[src/shared/tkf_consts.vh]
`ifndef TKF_CONSTS_VH
`define TKF_CONSTS_VH
// Key command codes carried with each key event
`define TKF_K_CHAR 5'h00
`define TKF_K_RST 5'h01
`define TKF_K_STIN 5'h02
`define TKF_K_STTX 5'h03
`define TKF_K_CBC 5'h04
`define TKF_K_PRINT 5'h05
`define TKF_K_STORE 5'h06
`define TKF_K_FRAME 5'h07
`define TKF_K_READ 5'h08
`define TKF_K_LCOPY 5'h09
`define TKF_K_BREAK 5'h0A
`define TKF_K_ERASE 5'h0B
`define TKF_K_LF 5'h0C
`define TKF_K_CR 5'h0D
`define TKF_K_BS 5'h0E
`define TKF_K_LEFT 5'h0F
`define TKF_K_RIGHT 5'h10
`define TKF_K_UP 5'h11
`define TKF_K_DOWN 5'h12
`define TKF_K_HOME 5'h13
`define TKF_K_NEXT 5'h14
// Character codes
`define TKF_C_NUL 8'h00
`define TKF_C_BS 8'h08
`define TKF_C_RET 8'h1B
`define TKF_C_PERR 8'hB6
`define TKF_C_START 8'h12
`define TKF_C_STOP 8'h14
// Timing at 50 MHz
`define TKF_CLK_HZ 50000000
`define TKF_RPT_DELAY_MS 500
`define TKF_RPT_RATE_HZ 15
`define TKF_BRK_MS 225
`define TKF_RPT_DELAY_CYC (`TKF_CLK_HZ / 1000 * `TKF_RPT_DELAY_MS + 1)
`define TKF_RPT_PER_CYC (`TKF_CLK_HZ / `TKF_RPT_RATE_HZ)
`define TKF_BRK_CYC (`TKF_CLK_HZ / 1000 * `TKF_BRK_MS)
// Sequencer states
`define TKF_S_IDLE 3'h0
`define TKF_S_ERASE 3'h1
`define TKF_S_SCAN 3'h2
`define TKF_S_CLRLN 3'h3
`define TKF_S_READ 3'h4
`define TKF_S_STTX 3'h5
// Scan targets
`define TKF_T_PRN 2'h0
`define TKF_T_STO 2'h1
`define TKF_T_HOST 2'h2
`endif

[src/verilog/tkf_ctrl.v]
`timescale 1ns/1ps
`default_nettype none
`include "tkf_consts.vh"
module tkf_ctrl #(
	parameter ROWS = 24,
	parameter COLS = 80,
	parameter AW = 11,
	parameter RPT_DELAY = `TKF_RPT_DELAY_CYC,
	parameter RPT_PER = `TKF_RPT_PER_CYC,
	parameter BRK_LEN = `TKF_BRK_CYC
) (
	input wire core_clk,
	input wire arst_n,
	input wire key_valid,
	input wire [4:0] key_cmd,
	input wire [7:0] key_char,
	input wire key_held,
	input wire carrier_pin,
	input wire parity_en,
	input wire rx_valid,
	input wire [7:0] rx_char,
	input wire rx_perr,
	input wire line_ready,
	input wire stor_in_valid,
	input wire [7:0] stor_in_char,
	input wire stor_eof,
	input wire stor_ready,
	input wire prn_ready,
	input wire [7:0] scr_rd_data,
	output reg line_valid,
	output reg [7:0] line_char,
	output reg line_space,
	output reg stor_out_valid,
	output reg [7:0] stor_out_char,
	output reg stor_rec_req,
	output reg prn_valid,
	output reg [7:0] prn_char,
	output reg scr_we,
	output reg [AW-1:0] scr_addr,
	output reg [7:0] scr_wr_data,
	output reg [AW-1:0] cursor,
	output reg kbd_locked,
	output reg char_by_char_mode,
	output reg store_in_on,
	output reg stor_tx_on,
	output reg local_copy,
	output reg parity_err,
	output reg key_reject
);
	// Screen geometry cut to the address width on purpose
	localparam integer LAST_N = ROWS * COLS - 1;
	localparam integer COLS_N = COLS;
	localparam [AW-1:0] LAST = LAST_N[AW-1:0];
	localparam [AW-1:0] COLSW = COLS_N[AW-1:0];
	// Pin synchroniser for the carrier detect
	reg car_s1, car_s2;
	always @(posedge core_clk or negedge arst_n) begin
		if (!arst_n) begin
			car_s1 <= 1'b0;
			car_s2 <= 1'b0;
		end else begin
			car_s1 <= carrier_pin;
			car_s2 <= car_s1;
		end
	end
	// Line start of a position
	function [AW-1:0] tkf_lstart;
		input [AW-1:0] p;
		begin
			tkf_lstart = p - (p % COLSW);
		end
	endfunction
	reg [2:0] state;
	reg [1:0] target;
	reg [AW-1:0] ptr, end_ptr;
	reg scan_rd, scan_tag, scan_stop;
	reg cr_seen;
	reg [AW-1:0] cr_pos;
	reg [4:0] last_cmd;
	reg [7:0] last_char;
	reg [31:0] rpt_cnt;
	reg rpt_phase;
	reg [31:0] brk_cnt;
	wire busy = (state != `TKF_S_IDLE);
	wire [AW-1:0] col = cursor % COLSW;
	wire [AW-1:0] row_base = tkf_lstart(cursor);
	wire sink_rdy = (target == `TKF_T_PRN) ? prn_ready : (target == `TKF_T_STO) ? stor_ready : line_ready;
	// Key events arrive one per cycle in closure order and are consumed the same cycle
	wire allowed = (key_cmd == `TKF_K_RST) || (key_cmd == `TKF_K_STIN) || (key_cmd == `TKF_K_STTX);
	wire repeat_fire = key_held && rpt_phase && (rpt_cnt == 32'h00000000) && (last_cmd == `TKF_K_CHAR);
	wire ev = key_valid || repeat_fire;
	wire [4:0] ev_cmd = key_valid ? key_cmd : last_cmd;
	wire [7:0] ev_char = key_valid ? key_char : last_char;
	wire take = ev && (!kbd_locked || (key_valid && allowed)) && !busy | (ev && key_valid && allowed);
	// Auto-repeat timer
	always @(posedge core_clk or negedge arst_n) begin
		if (!arst_n) begin
			rpt_cnt <= 32'h00000000;
			rpt_phase <= 1'b0;
			last_cmd <= `TKF_K_CHAR;
			last_char <= 8'h00;
		end else if (key_valid) begin
			last_cmd <= key_cmd;
			last_char <= key_char;
			rpt_phase <= 1'b1;
			rpt_cnt <= RPT_DELAY - 1;
		end else if (!key_held) begin
			rpt_phase <= 1'b0;
		end else if (rpt_cnt == 32'h00000000) begin
			rpt_cnt <= RPT_PER - 1;
		end else begin
			rpt_cnt <= rpt_cnt - 32'h00000001;
		end
	end
	// Main key, receive and transfer sequencer
	always @(posedge core_clk or negedge arst_n) begin
		if (!arst_n) begin
			state <= `TKF_S_IDLE;
			target <= `TKF_T_PRN;
			ptr <= {AW{1'b0}};
			end_ptr <= {AW{1'b0}};
			scan_rd <= 1'b0;
			scan_tag <= 1'b0;
			scan_stop <= 1'b0;
			cr_seen <= 1'b0;
			cr_pos <= {AW{1'b0}};
			brk_cnt <= 32'h00000000;
			line_valid <= 1'b0;
			line_char <= 8'h00;
			line_space <= 1'b0;
			stor_out_valid <= 1'b0;
			stor_out_char <= 8'h00;
			stor_rec_req <= 1'b0;
			prn_valid <= 1'b0;
			prn_char <= 8'h00;
			scr_we <= 1'b0;
			scr_addr <= {AW{1'b0}};
			scr_wr_data <= 8'h00;
			cursor <= {AW{1'b0}};
			kbd_locked <= 1'b0;
			char_by_char_mode <= 1'b0;
			store_in_on <= 1'b0;
			stor_tx_on <= 1'b0;
			local_copy <= 1'b0;
			parity_err <= 1'b0;
			key_reject <= 1'b0;
		end else begin
			line_valid <= 1'b0;
			stor_out_valid <= 1'b0;
			prn_valid <= 1'b0;
			scr_we <= 1'b0;
			stor_rec_req <= 1'b0;
			key_reject <= ev && key_valid && !take;
			// Break timer on the line
			if (brk_cnt != 32'h00000000) begin
				brk_cnt <= brk_cnt - 32'h00000001;
			end else begin
				line_space <= 1'b0;
			end
			// Host data while not busy with a key transfer
			if (rx_valid && state == `TKF_S_IDLE) begin
				if (store_in_on) begin
					stor_out_valid <= 1'b1;
					stor_out_char <= rx_char;
				end
				if (char_by_char_mode) begin
					scr_we <= 1'b1;
					scr_addr <= cursor;
					scr_wr_data <= (rx_perr && parity_en) ? `TKF_C_PERR : rx_char;
					cursor <= (cursor == LAST) ? {AW{1'b0}} : cursor + 1'b1;
				end
				if (rx_perr && parity_en && (char_by_char_mode || store_in_on)) begin
					parity_err <= 1'b1;
				end
			end
			case (state)
			`TKF_S_IDLE: begin
				if (take) begin
					case (ev_cmd)
					`TKF_K_RST: begin
						state <= `TKF_S_IDLE;
						store_in_on <= 1'b0;
						stor_tx_on <= 1'b0;
						char_by_char_mode <= 1'b0;
						// A parity error landing with the reset still sets the flag
						parity_err <= rx_valid && rx_perr && parity_en && (char_by_char_mode || store_in_on);
						kbd_locked <= 1'b0;
					end
					`TKF_K_STIN: begin
						store_in_on <= !store_in_on;
						kbd_locked <= !store_in_on;
					end
					`TKF_K_STTX: begin
						if (!stor_tx_on) begin
							stor_tx_on <= 1'b1;
							kbd_locked <= 1'b1;
							stor_rec_req <= 1'b1;
							state <= `TKF_S_STTX;
						end else begin
							stor_tx_on <= 1'b0;
							kbd_locked <= store_in_on;
						end
					end
					`TKF_K_CBC: begin
						if (char_by_char_mode) begin
							char_by_char_mode <= 1'b0;
						end else if (car_s2) begin
							char_by_char_mode <= 1'b1;
						end
					end
					`TKF_K_LCOPY: local_copy <= !local_copy;
					`TKF_K_BREAK: begin
						line_space <= 1'b1;
						brk_cnt <= BRK_LEN;
					end
					`TKF_K_PRINT, `TKF_K_STORE, `TKF_K_FRAME: begin
						kbd_locked <= 1'b1;
						target <= (ev_cmd == `TKF_K_PRINT) ? `TKF_T_PRN :
							(ev_cmd == `TKF_K_STORE) ? `TKF_T_STO : `TKF_T_HOST;
						end_ptr <= (cursor == {AW{1'b0}}) ? LAST : cursor - 1'b1;
						ptr <= {AW{1'b0}};
						scan_rd <= 1'b0;
						scan_tag <= (ev_cmd == `TKF_K_STORE);
						scan_stop <= 1'b0;
						state <= `TKF_S_SCAN;
					end
					`TKF_K_READ: begin
						kbd_locked <= 1'b1;
						stor_rec_req <= 1'b1;
						state <= `TKF_S_READ;
					end
					`TKF_K_ERASE: begin
						ptr <= {AW{1'b0}};
						state <= `TKF_S_ERASE;
					end
					`TKF_K_LF: begin
						cursor <= (cursor + COLSW > LAST) ? col : cursor + COLSW;
						if (cr_seen) begin
							ptr <= cr_pos + 1'b1;
							end_ptr <= tkf_lstart(cr_pos) + COLSW - 1'b1;
							if (cr_pos % COLSW != COLSW - 1'b1) state <= `TKF_S_CLRLN;
						end
						cr_seen <= 1'b0;
					end
					`TKF_K_CR: begin
						scr_we <= 1'b1;
						scr_addr <= cursor;
						scr_wr_data <= `TKF_C_RET;
						cursor <= row_base;
						if (!cr_seen) cr_pos <= cursor;
						cr_seen <= 1'b1;
					end
					`TKF_K_BS: begin
						cursor <= (cursor == {AW{1'b0}}) ? LAST : cursor - 1'b1;
						line_valid <= 1'b1;
						line_char <= `TKF_C_BS;
					end
					`TKF_K_LEFT: cursor <= (cursor == {AW{1'b0}}) ? LAST : cursor - 1'b1;
					`TKF_K_RIGHT: cursor <= (cursor == LAST) ? {AW{1'b0}} : cursor + 1'b1;
					`TKF_K_UP: cursor <= (cursor < COLSW) ? LAST - COLSW + 1'b1 + col : cursor - COLSW;
					`TKF_K_DOWN: cursor <= (cursor + COLSW > LAST) ? col : cursor + COLSW;
					`TKF_K_HOME: cursor <= {AW{1'b0}};
					`TKF_K_NEXT: cursor <= (row_base + COLSW > LAST) ? {AW{1'b0}} : row_base + COLSW;
					default: begin
						if (char_by_char_mode) begin
							line_valid <= 1'b1;
							line_char <= ev_char;
						end
						if (!char_by_char_mode || local_copy) begin
							scr_we <= 1'b1;
							scr_addr <= cursor;
							scr_wr_data <= ev_char;
							cursor <= (cursor == LAST) ? {AW{1'b0}} : cursor + 1'b1;
						end
					end
					endcase
				end
			end
			`TKF_S_ERASE: begin
				scr_we <= 1'b1;
				scr_addr <= ptr;
				scr_wr_data <= `TKF_C_NUL;
				ptr <= ptr + 1'b1;
				if (ptr == LAST) begin
					cursor <= {AW{1'b0}};
					cr_seen <= 1'b0;
					state <= `TKF_S_IDLE;
				end
			end
			`TKF_S_CLRLN: begin
				scr_we <= 1'b1;
				scr_addr <= ptr;
				scr_wr_data <= `TKF_C_NUL;
				ptr <= ptr + 1'b1;
				if (ptr == end_ptr) state <= `TKF_S_IDLE;
			end
			`TKF_S_SCAN: begin
				// Issue a read, then pass the byte on when the sink is ready
				if (!scan_rd) begin
					scr_addr <= ptr;
					scan_rd <= 1'b1;
				end else if (sink_rdy) begin
					scan_rd <= 1'b0;
					if (target == `TKF_T_PRN) begin
						prn_valid <= 1'b1;
						prn_char <= scr_rd_data;
					end else if (target == `TKF_T_STO) begin
						stor_out_valid <= 1'b1;
						stor_out_char <= scan_tag ? `TKF_C_START : scan_stop ? `TKF_C_STOP : scr_rd_data;
					end else begin
						line_valid <= 1'b1;
						line_char <= scr_rd_data;
					end
					if (scan_tag) begin
						scan_tag <= 1'b0;
					end else if (scan_stop || (ptr == end_ptr && target != `TKF_T_STO)) begin
						kbd_locked <= store_in_on;
						state <= `TKF_S_IDLE;
					end else if (ptr == end_ptr) begin
						scan_stop <= 1'b1;
					end else begin
						ptr <= ptr + 1'b1;
					end
				end
			end
			`TKF_S_READ, `TKF_S_STTX: begin
				if (stor_in_valid && !(stor_in_char == `TKF_C_STOP)) begin
					scr_we <= 1'b1;
					scr_addr <= cursor;
					scr_wr_data <= stor_in_char;
					cursor <= (cursor == LAST) ? {AW{1'b0}} : cursor + 1'b1;
					if (state == `TKF_S_STTX) begin
						line_valid <= 1'b1;
						line_char <= stor_in_char;
					end
				end
				if (stor_eof || (stor_in_valid && stor_in_char == `TKF_C_STOP)) begin
					kbd_locked <= store_in_on;
					stor_tx_on <= 1'b0;
					state <= `TKF_S_IDLE;
				end
			end
			default: state <= `TKF_S_IDLE;
			endcase
			// Reset and the store input toggle still act while a transfer is running; store transmit only ends its own transfer
			if (take && key_valid && busy) begin
				if (key_cmd == `TKF_K_RST) begin
					state <= `TKF_S_IDLE;
					store_in_on <= 1'b0;
					stor_tx_on <= 1'b0;
					char_by_char_mode <= 1'b0;
					parity_err <= 1'b0;
					kbd_locked <= 1'b0;
				end else if (key_cmd == `TKF_K_STIN) begin
					store_in_on <= !store_in_on;
					if (!store_in_on) kbd_locked <= 1'b1;
				end else if (key_cmd == `TKF_K_STTX && state == `TKF_S_STTX) begin
					stor_tx_on <= 1'b0;
					kbd_locked <= store_in_on;
					state <= `TKF_S_IDLE;
				end
			end
		end
	end
endmodule
`default_nettype wire
[config.mk]
export PLATFORM = sky130hd
export DESIGN_NAME = tkf_ctrl
export DESIGN_NICKNAME = d
export VERILOG_FILES = /design/src/verilog/tkf_ctrl.v
export VERILOG_INCLUDE_DIRS = /design/src /design/src/shared
export SDC_FILE = /design/constraint.sdc
export NUM_CORES = 1
export LEC_CHECK = 0
export ABC_CLOCK_PERIOD_IN_PS = 8200
export BUFFER_PORTS_ARGS = -buffer_cell sky130_fd_sc_hd__buf_2
export CORE_ASPECT_RATIO = 1.5
export CORE_MARGIN = 2
export CORE_UTILIZATION = 35
export CTS_CLUSTER_SIZE = 8
export DETAILED_ROUTE_END_ITERATION = 16
export GPL_ROUTABILITY_DRIVEN = 0
export SKIP_LAST_GASP = 1
export SLEW_MARGIN = 10
export SYNTH_ARGS = -nofsm -noshare
export SYNTH_HDL_FRONTEND = slang
export SYNTH_SLANG_ARGS = --single-unit
export TNS_END_PERCENT = 30
[constraint.sdc]
create_clock -name core_clk -period 8.2 [get_ports core_clk]
set_input_delay 1.23 -clock core_clk [delete_from_list [all_inputs] [get_ports core_clk]]
set_output_delay 1.23 -clock core_clk [all_outputs]
set_load 0.01 [all_outputs]
Word level (Yosys, flattened, before mapping)
Cells that the tools add are included.
{ "word_totals": {"register_bits": 189, "input_bits": 50} }
{ "classes": {"n_addsub": 14, "muxes": 188, "n_bitwise": 2, "eq_ne": 55, "n_reduce_logical": 70, "order_cmp": 3, "div_mod_pow": 2} }
{ "op_table": {"columns": ["op", "count"], "rows": [
  ["$mux W11", 25],
  ["$mux W32", 7],
  ["$mux W8", 24],
  ["$pmux W11 S8", 1],
  ["$mux W1", 85],
  ["$pmux W11 S2", 3],
  ["$pmux W11 S3", 2],
  ["$sub A32 B1 Y32 const B", 2],
  ["$pmux W8 S3", 2],
  ["$mux W3", 15],
  ["$pmux W11 S4", 1],
  ["$eq A5 B4 Y1 const B", 8],
  ["$reduce_or A19 Y1", 2],
  ["$add A11 B1 Y11 const B", 3],
  ["$add A11 B7 Y11 const B", 3],
  ["$logic_not A32 Y1", 1],
  ["$pmux W8 S2", 2],
  ["$reduce_bool A32 Y1", 1],
  ["$ne A2 B2 Y1 const B", 15],
  ["$eq A5 B5 Y1 const B", 5],
  ["$pmux W1 S2", 12],
  ["$eq A11 B11 Y1 const B", 2],
  ["$gt A11 B11 Y1 const B", 2],
  ["$mod A11 B7 Y11 const B", 2],
  ["other kinds (46)", 109]
]} }

Longest topological paths before layout
Gate-level depths: netlist of run 1.
{ "depth": {"word_depth": 14, "depth_mapped": 24} }

Worst setup path after synthesis of run 1
Ideal clock, no wire load.
{ "synth_path": {"path_type": "reg2reg", "from": "register cursor[4]", "to": "register cursor[9]", "stages_incl_launch_ff": 24, "arrival_time_ns": 4.790, "required_ns": 8.118, "period_less_slack_ns": 4.872, "path_slack_ns": 3.328, "n_path_buf": 4, "setup_ns": 0.082, "cell_sequence": "dfrtp_1 -> inv_1 -> buf_1 -> ha_1 -> buf_4 -> nor2b_1 -> buf_2 -> o22ai_1 -> a22o_2 -> and4_1 -> buf_2 -> a21oi_1 -> o211ai_2 -> xnor2_1 -> inv_1 -> ha_1 -> and3_1 -> and3_1 -> a2111oi_2 -> nand3_2 -> xor2_1 -> nand4_2 -> or3b_1 -> a22oi_2"} }
{ "synth_via": {"elab_chain_len": 8} }
{ "synth_rtl": {"columns": ["item", "line", "source"], "rows": [
  ["from (decl)", "tkf_ctrl.v:41", "output reg [AW-1:0] cursor,"],
  ["from (signal assigned)", "tkf_ctrl.v:139", "cursor <= {AW{1'b0}};"],
  ["from (signal assigned)", "tkf_ctrl.v:170", "cursor <= (cursor == LAST) ? {AW{1'b0}} : cursor + 1'b1;"],
  ["from (signal assigned)", "tkf_ctrl.v:237", "cursor <= (cursor + COLSW > LAST) ? col : cursor + COLSW;"],
  ["$mod A11 B7 Y11, or another cell as far along", "tkf_ctrl.v:70, tkf_ctrl.v:85", null],
  ["$sub A11 B11 Y11 or $mux W11 (tied branches)", null, null],
  ["$add A11 B7 Y11 or $mux W11 (tied branches)", "tkf_ctrl.v:263, tkf_ctrl.v:166", null],
  ["$gt A11 B11 Y1 or $mux W11 (tied branches)", "tkf_ctrl.v:263, tkf_ctrl.v:161", null],
  ["$mux W11 (on tied branches)", "tkf_ctrl.v:263, tkf_ctrl.v:269", null],
  ["$pmux W11 S8", "tkf_ctrl.v:179", "case (ev_cmd)"],
  ["$mux W11", "tkf_ctrl.v:178", "if (take) begin"],
  ["$pmux W11 S3 *", "tkf_ctrl.v:176", "case (state)"]
]} }
Mark *: on every way between the ends. The rest lies on a longest branch, timed or not.
A chain may end at the register's enable or synchronous reset.

Worst setup path in the final report of run 1
{ "layout_path": {"from": "register cursor[5]", "to": "register cursor[4]"} }
{ "layout_via": {"elab_chain_len": 8} }
{ "layout_rtl": {"columns": ["item", "line"], "rows": [
  ["$mod A11 B7 Y11 or $eq A11 B11 Y1 (tied branches)", null],
  ["$sub A11 B11 Y11 or $mux W11 (tied branches)", null],
  ["$add A11 B7 Y11 or $mux W11 (tied branches)", "tkf_ctrl.v:263, tkf_ctrl.v:166"],
  ["$gt A11 B11 Y1 or $mux W11 (tied branches)", "tkf_ctrl.v:263, tkf_ctrl.v:161"],
  ["$mux W11 (on tied branches)", "tkf_ctrl.v:263, tkf_ctrl.v:269"],
  ["$pmux W11 S8", "tkf_ctrl.v:179"],
  ["$mux W11", "tkf_ctrl.v:178"],
  ["$pmux W11 S3 *", "tkf_ctrl.v:176"]
]} }
Marks and branches as above.

==> results by group, run 1 <==
Status
  – Status: finished clean

Global route
  – Vias in the first global route: 14700
  – Initial antenna violation count: 5
  – Global routing usage summed across all routing layers: 0.238
  – GR Overflow Total: 0
  – Pin count of the biggest net entering global routing: 116
  – First-pass GRT wire length: 82.3 mm

Floorplanning
  – Die H: 255 um
  – Width of the chip: 172 um
  – Starting density of the core: 0.353
  – Ports: 117
  – Core outline area: 41800 sq um
  – Rows: 92
  – Die ar.: 43800 sq um

Clock network
  – Worst-Skew Late Latency: 0.46 ns
  – # hold bufs at CTS: 0
  – CTS Buffer Depth: 2
  – CTS tree: built
  – H-tree depth: 4
  – PostCTS Resize Cnt: 0
  – Num CTS Buffers: 17
  – Clock sinks: 189
  – Root Driver: clkbuf_16
  – Post-CTS Setup Bufs: 0
  – Clock transition at the registers of the reported paths: 0.08 ns

Logic synthesis
  – Synth top cells by count: nand2_1, nor2_1, dfrtp_1, a21oi_1, o21ai_0
  – Avg Cell Area, Syn: 7.80 sq um
  – Yosys reg bits: 189
  – Async set-reset flop share out of synthesis: 1.00
  – Post-synthesis xor/xnor area fraction: 0.0575
  – Post-synth EDFFs: 0
  – Complex-gate fraction of the synthesized area: 0.266
  – Mux contribution to synthesized area: 0.0371
  – Top-count cell post-synth: nand2_1
  – Seq/Total Area, Yosys: 0.321
  – Synth top area share: 0.321
  – Cell count after synthesis: 1891
  – Synth area leaders: dfrtp_1, a21oi_1, nand2_1, nor2_1, o21ai_0
  – Dominant cell type by area after synthesis: dfrtp_1
  – Adder-Cell Fraction of Synth Area: 0.0284
  – Mapped cell area: 14800 sq um
  – Distinct cells, synth: 113
  – Simple-Gate Fraction of Synth Area: 0.236
  – YS warnings: 0
  – Post-synth top flop: dfrtp_1
  – Largest family of logic cells by synthesized area: compound AO/OA/AOI/OAI gates

Power and ir drop
  – Peak supply drop: 159 uV
  – Power per cell area: 398 nW/um^2
  – P_leak: 6.65 nW

Cells and area
  – Register area: 4730 sq um
  – Cell Count, Final, Fillers Out: 2518
  – Area Overhead vs Synth: 11.1%
  – Cell area after layout: 16400 sq um
  – Layout cells sized above 1: 0.132
  – Nets@finish: 2018
  – Fillers: 4279
  – Multi-input combinational cell area: 9250 sq um

Routing
  – DRC marker count from the first detailed-route iteration: 1642
  – DRT Pass-1 Iters: 11
  – Final wirelength: 52.6 mm
  – Vias: 15300
  – WL/cell: 20.9 um
  – Via-to-Cell Ratio: 6.07
  – Antenna Violating Nets Remaining: 0
  – Drt drc: 0

Timing
  – Worst slew pin tran: 1.24 ns
  – Setup_tns: 0 ns
  – RSZ-0062 raised after global routing: no
  – Crit path time final: 6.13 ns
  – Max Slew Vio Count: 0
  – WHS: 0.367 ns
  – Fin crit share: 0.748
  – Setup violators final: 0
  – Final hold vios: 0
  – F_max: 163 MHz
  – Max_slew headroom: 0.160
  – Clk_skew: 0.0145 ns

Setup path
  – Setup crit start kind: flip-flop
  – Critical-path cell list: inv_1 > ha_1 > nor2b_1 > o22ai_1 > a22o_2 > and4_1 > a21oi_1 > o211ai_2 > xnor2_1 > inv_1 > ha_1 > and3_1 > and3_1 > a2111oi_2 > nand3_2 > xor2_1 > nand4_2 > a311oi_1 > o21ai_1
  – Worst path slowest cell: dfrtp_1
  – Worst setup EP type: flip-flop
  – Crit Path Category: reg2reg
  – Worst Path Required: 8.54 ns
  – Critical Path Max Stage Delay: 0.90 ns
  – CP top delay family: compound AO/OA/AOI/OAI gates
  – CP arrival: 6.47 ns
  – Crit path max fanout: 22
  – Setup slack, reg-to-reg: 2.07 ns
  – CP bufs+invs: 2

Place
  – Post-DP HPWL: 38.2 mm
  – Placed Instance Area: 15800 sq um
  – Post-Place Cells: 2481
  – Port Buf Inserts: 116

Run
  – Max cap viols: 0

Hold path
  – Hold WC Path Type: reg2reg
==> registers in the layout (all words and copies together) (netlist names), 2 cells and up <==
name           cells
last_cmd           5
ptr               11
last_char          8
cursor            11
prn_char           8
line_char          8
scr_addr          11
stor_out_char      8
brk_cnt           32
state              3
cr_pos            11
rpt_cnt           32
scr_wr_data        8
end_ptr           11
target             2
==> cells in the final DEF, fill, tap and decap left out, drive strengths merged, types with 31 or more instances in the layout <==
cell   count
inv       75
buf      145
ha        31
nand3     67
a21oi    182
dfrtp    189
xnor2     74
o21ai    152
a31oi     34
mux2i     31
nor3      70
nand2    221
nor2     216
==> routing by layer <==
layer | share of wire | up-vias | track usage
li1 | - | 6994 | -
met1 | 0.38 | 7284 | 0.286
met2 | 0.49 | 774 | 0.400
met3 | 0.067 | 225 | 0.0304
met4 | 0.063 | 0 | 0.145
met5 | 0 | - | 0
==> power breakdown <==
part / switching (mW) / total, mW / internal [mW]
Combinational: 2.56 / 4.05 / 1.49
Clock: 0.442 / 0.854 / 0.412
Sequential: 0.403 / 1.62 / 1.22
==> layout make-up <==
class	count	area share
repair buffers	146	0.0497
clock buffers	18	0.0262
well taps	564	0.0430
clock inverters	14	0.0105
multi-input cells	1509	0.564
flip-flops and latches	189	0.289
inverters	73	0.0167
diodes	5	0.000763
==> path summary, 6_finish.rpt <==
check                                from  cells after the start     endpoint
worst max-delay path            cursor[5]                     19    cursor[4]
worst max register to register  cursor[5]                     19    cursor[4]
worst min register to register     car_s1                      0       car_s2
worst min-delay path               car_s1                      0       car_s2
max in group asynchronous          arst_n                      2  rpt_cnt[21]
min in group asynchronous          arst_n                      1    cr_pos[1]
==> cell families (layout without fill, tap and decap cells) <==
family	count (synthesis)	after routing
compound gates	598	598
xor+xnor	96	96
fa+ha+maj	33	33
buf+inv	197	251
flops	189	189
mux	52	52
other cells	1	10
simple gates	725	725
==> through the flow <==
step | power (mW) | util | worst slack [ns]
3_3_place_gp | 5.54 | 0.378 | 2.36
4_1_cts | 6.47 | 0.392 | 2.25
3_5_place_dp | 5.59 | 0.378 | 2.28
5_1_grt | 6.98 | 0.392 | 1.72
6_report | 6.53 | 0.392 | 2.07
2_1_floorplan | 4.46 | - | 3.33
No activity file was read; power rests on OpenSTA's default activity.
==> run 2, diff against run 1 <==
--- a/config.mk
+++ b/config.mk
@@ -6,7 +6,8 @@
 export SDC_FILE = /design/constraint.sdc
 export NUM_CORES = 1
 export LEC_CHECK = 0
-export ABC_CLOCK_PERIOD_IN_PS = 8200
+export ABC_AREA = 1
+export ABC_CLOCK_PERIOD_IN_PS = 4900
 export BUFFER_PORTS_ARGS = -buffer_cell sky130_fd_sc_hd__buf_2
 export CORE_ASPECT_RATIO = 1.5
 export CORE_MARGIN = 2
==> constraint.sdc (replaced) <==
create_clock -name core_clk -period 4.9 [get_ports core_clk]
set_input_delay 0.735 -clock core_clk [delete_from_list [all_inputs] [get_ports core_clk]]
set_output_delay 0.735 -clock core_clk [all_outputs]
set_load 0.01 [all_outputs]
==> results by group, run 2 <==
Status
  – Status: finished clean

Timing
  – Setup_tns: 0 ns (unchanged)
  – Setup violators final: 0 (unchanged)
  – Max Slew Vio Count: 0 (unchanged)
  – Worst slew pin tran: 0.972 ns (-0.272 ns)
  – F_max: 222 MHz (+36%)
  – Max_slew headroom: 0.349 (+0.189)
  – WHS: 0.354 ns (-0.0129 ns)
  – Final hold vios: 0 (unchanged)
  – RSZ-0062 raised after global routing: yes
  – Crit path time final: 4.50 ns (-1.64 ns)
  – Fin crit share: 0.918 (+0.170)
  – Clk_skew: 0.00940 ns (-0.00511 ns)

Floorplanning
  – Die ar.: 43100 sq um (-1.6%)
  – Die H: 253 um (-0.80%)
  – Rows: 91 (-1.1%)
  – Core outline area: 41000 sq um (-1.9%)
  – Width of the chip: 170 um (-0.79%)
  – Ports: 117 (unchanged)
  – Starting density of the core: 0.354 (+0.00105)

Clock network
  – # hold bufs at CTS: 0 (unchanged)
  – Clock sinks: 189 (unchanged)
  – CTS Buffer Depth: 2 (unchanged)
  – CTS tree: built
  – Clock transition at the registers of the reported paths: 0.07 ns (about the same)
  – Worst-Skew Late Latency: 0.46 ns (about the same)
  – Root Driver: clkbuf_16
  – H-tree depth: 4 (unchanged)
  – Num CTS Buffers: 17 (unchanged)

Power and ir drop
  – P_leak: 7.45 nW (+12%)
  – Power per cell area: 816 nW/um^2 (+110%)
  – Peak supply drop: 534 uV (+230%)

Setup path
  – Reg2reg end: cursor[5]
  – CP arrival: 4.81 ns (-1.66 ns)
  – Worst setup EP type: flip-flop
  – Worst Path Required: 5.21 ns (-3.33 ns)
  – Critical Path Max Stage Delay: 0.39 ns (-0.51 ns)
  – Worst path slowest cell: dfrtp_1
  – Reg2Reg Depth: 36 (+17)
  – Reg2reg start: cursor[5]
  – Cell repeated most along the worst path: nand2_1
  – Setup crit start kind: flip-flop
  – Setup slack, reg-to-reg: 0.40 ns (-1.66 ns)
  – Crit path max fanout: 8 (-64%)
  – Crit Path Category: reg2reg

Routing
  – Via-to-Cell Ratio: 5.49 (-9.6%)
  – WL/cell: 18.1 um (-13%)
  – Antenna Violating Nets Remaining: 0 (unchanged)
  – DRC marker count from the first detailed-route iteration: 996 (-39%)
  – DRT Pass-1 Iters: 6 (-5)
  – Final wirelength: 50.0 mm (-5.1%)
  – Drt drc: 0 (unchanged)
  – Vias: 15200 (-0.81%)

Logic synthesis
  – Mapped cell area: 14500 sq um (-1.6%)
  – Synth top area share: 0.326 (+0.00525)
  – Seq/Total Area, Yosys: 0.326 (+0.00525)
  – Avg Cell Area, Syn: 6.84 sq um (-12%)
  – Cell count after synthesis: 2122 (+12%)
  – Post-synth top flop: dfrtp_1
  – Async set-reset flop share out of synthesis: 1.00 (unchanged)
  – Yosys reg bits: 189 (unchanged)
  – Dominant cell type by area after synthesis: dfrtp_1
  – Post-synth EDFFs: 0 (unchanged)
  – Top-count cell post-synth: nand2_1
  – YS warnings: 0 (unchanged)
  – Distinct cells, synth: 62 (-45%)
  – Synth top cells by count: nand2_1, inv_1, nor2_1, o21ai_0, dfrtp_1
  – Synth area leaders: dfrtp_1, nand2_1, inv_1, nor2_1, o21ai_0

Global route
  – First-pass GRT wire length: 79.4 mm (-3.4%)
  – GR Overflow Total: 0 (unchanged)
  – Vias in the first global route: 14900 (+0.86%)
  – Pin count of the biggest net entering global routing: 112 (-3.4%)
  – Initial antenna violation count: 0 (-5)
  – Global routing usage summed across all routing layers: 0.234 (-0.00441)

Cells and area
  – Fillers: 4314 (+0.82%)
  – Nets@finish: 2320 (+15%)
  – Most frequent cells in the layout: nand2_1, inv_1, nor2_1
  – Top Registers: brk_cnt x32, rpt_cnt x32
  – Layout cells sized above 1: 0.131 (-0.00132)
  – Area Overhead vs Synth: 13.4%
  – Commonest non-fill, non-tap cell in the layout: nand2_1
  – Final Core Density: 0.402 (+0.00930)
  – # diodes: 0 (-5)

Run
  – Max cap viols: 0 (unchanged)

Hold path
  – Hold WC Path Type: reg2reg
  – Worst hold path cell count: 0 (unchanged)
  – Hold endpoint: car_s2
  – Hold wc startpoint: car_s1

Place
  – Post-DP HPWL: 38.0 mm (-0.57%)
  – Port Buf Inserts: 116 (unchanged)
-- run 2: cell types whose count changed in the layout (fill, tap and decap cells not counted), moves of 47 or more --
cell / before / now
nand2_1: 218 / 421
o21ai_0: 145 / 194
nand3_1: 63 / 110
nor2_1: 213 / 261
xnor2_1: 73 / 15
a21oi_1: 180 / 110
inv_1: 66 / 274
-- run 2: power breakdown --
part           switching (mW)  internal [mW]
logic                    6.26           3.29
registers               0.480           2.06
clock network           0.678          0.677
-- run 2: final cells by class --
cell class              count  area, sq um  share of cell area
clock buffers              20          447              0.0271
clock inverters            12          100             0.00608
inverters                 297         1120              0.0679
multi-input cells        1566         8440               0.513
flip-flops and latches    189         4730               0.287
well taps                 511          639              0.0388
repair buffers            167          985              0.0598
-- run 2: timing repair --
action,4_1_cts,5_1_grt
setup endpoints to repair,0,13
setup buffers,0,3
resized for setup,0,15
-- run 2: metal layers --
layer	vias to the layer above	GRT usage	wire, um	share of wire
met5	-	0	0	0
met4	0	0.132	2850	0.057
met3	172	0.0338	2730	0.055
met2	537	0.415	24800	0.50
met1	7130	0.267	19600	0.39
li1	7315	-	-	-
-- run 2: kinds of logic (layout without fill, tap and decap cells) --
logic type / after synthesis / in the layout / share of synthesized area
flip-flops: 189 / 189 / 0.326
other: 1 / 5 / 0.000258
AO/OA/AOI/OAI: 509 / 509 / 0.211
XOR/XNOR: 80 / 80 / 0.0496
buffers and inverters: 371 / 496 / 0.0984
multiplexers: 6 / 6 / 0.00526
adder cells (fa/ha/maj): 32 / 32 / 0.0281
AND/OR/NAND/NOR: 934 / 934 / 0.282
-- run 2: through the flow --
step                      total power [mW]  area (sq um)  cells  setup slack, ns
after floorplan                       9.47         14500   2126            0.610
after global placement                11.7         15800   2727            0.307
after detailed placement              11.9         15800   2727           0.0790
after CTS                             13.3         16400   2759           0.0522
after global routing                  14.7         16500   2762          -0.0342
final                                 13.4         16500   2762            0.403
-- run 2: worst max path at each step --
stage          startpoint          to  slack [ns]  depth (start not counted)
2_1_floorplan  cr_pos[10]  end_ptr[9]        0.61                         36
3_3_place_gp    cr_pos[8]  end_ptr[9]        0.31                         35
3_5_place_dp    cr_pos[8]  end_ptr[9]        0.08                         35
4_1_cts         cr_pos[8]  end_ptr[9]        0.05                         35
5_1_grt         cursor[5]   cursor[5]       -0.03                         38
6_report        cursor[5]   cursor[5]        0.40                         36
-- run 2: critical path, delay by kind of cell, from the launching register on --
| kind | cells | cell delay, ns |
|---|---|---|
| xor gates and xnor gates | 1 | 0.20 |
| DFF | 1 | 0.39 |
| buffers and inverters | 3 | 0.30 |
| adders and majority gates | 2 | 0.50 |
| and+or+nand+nor | 30 | 2.96 |
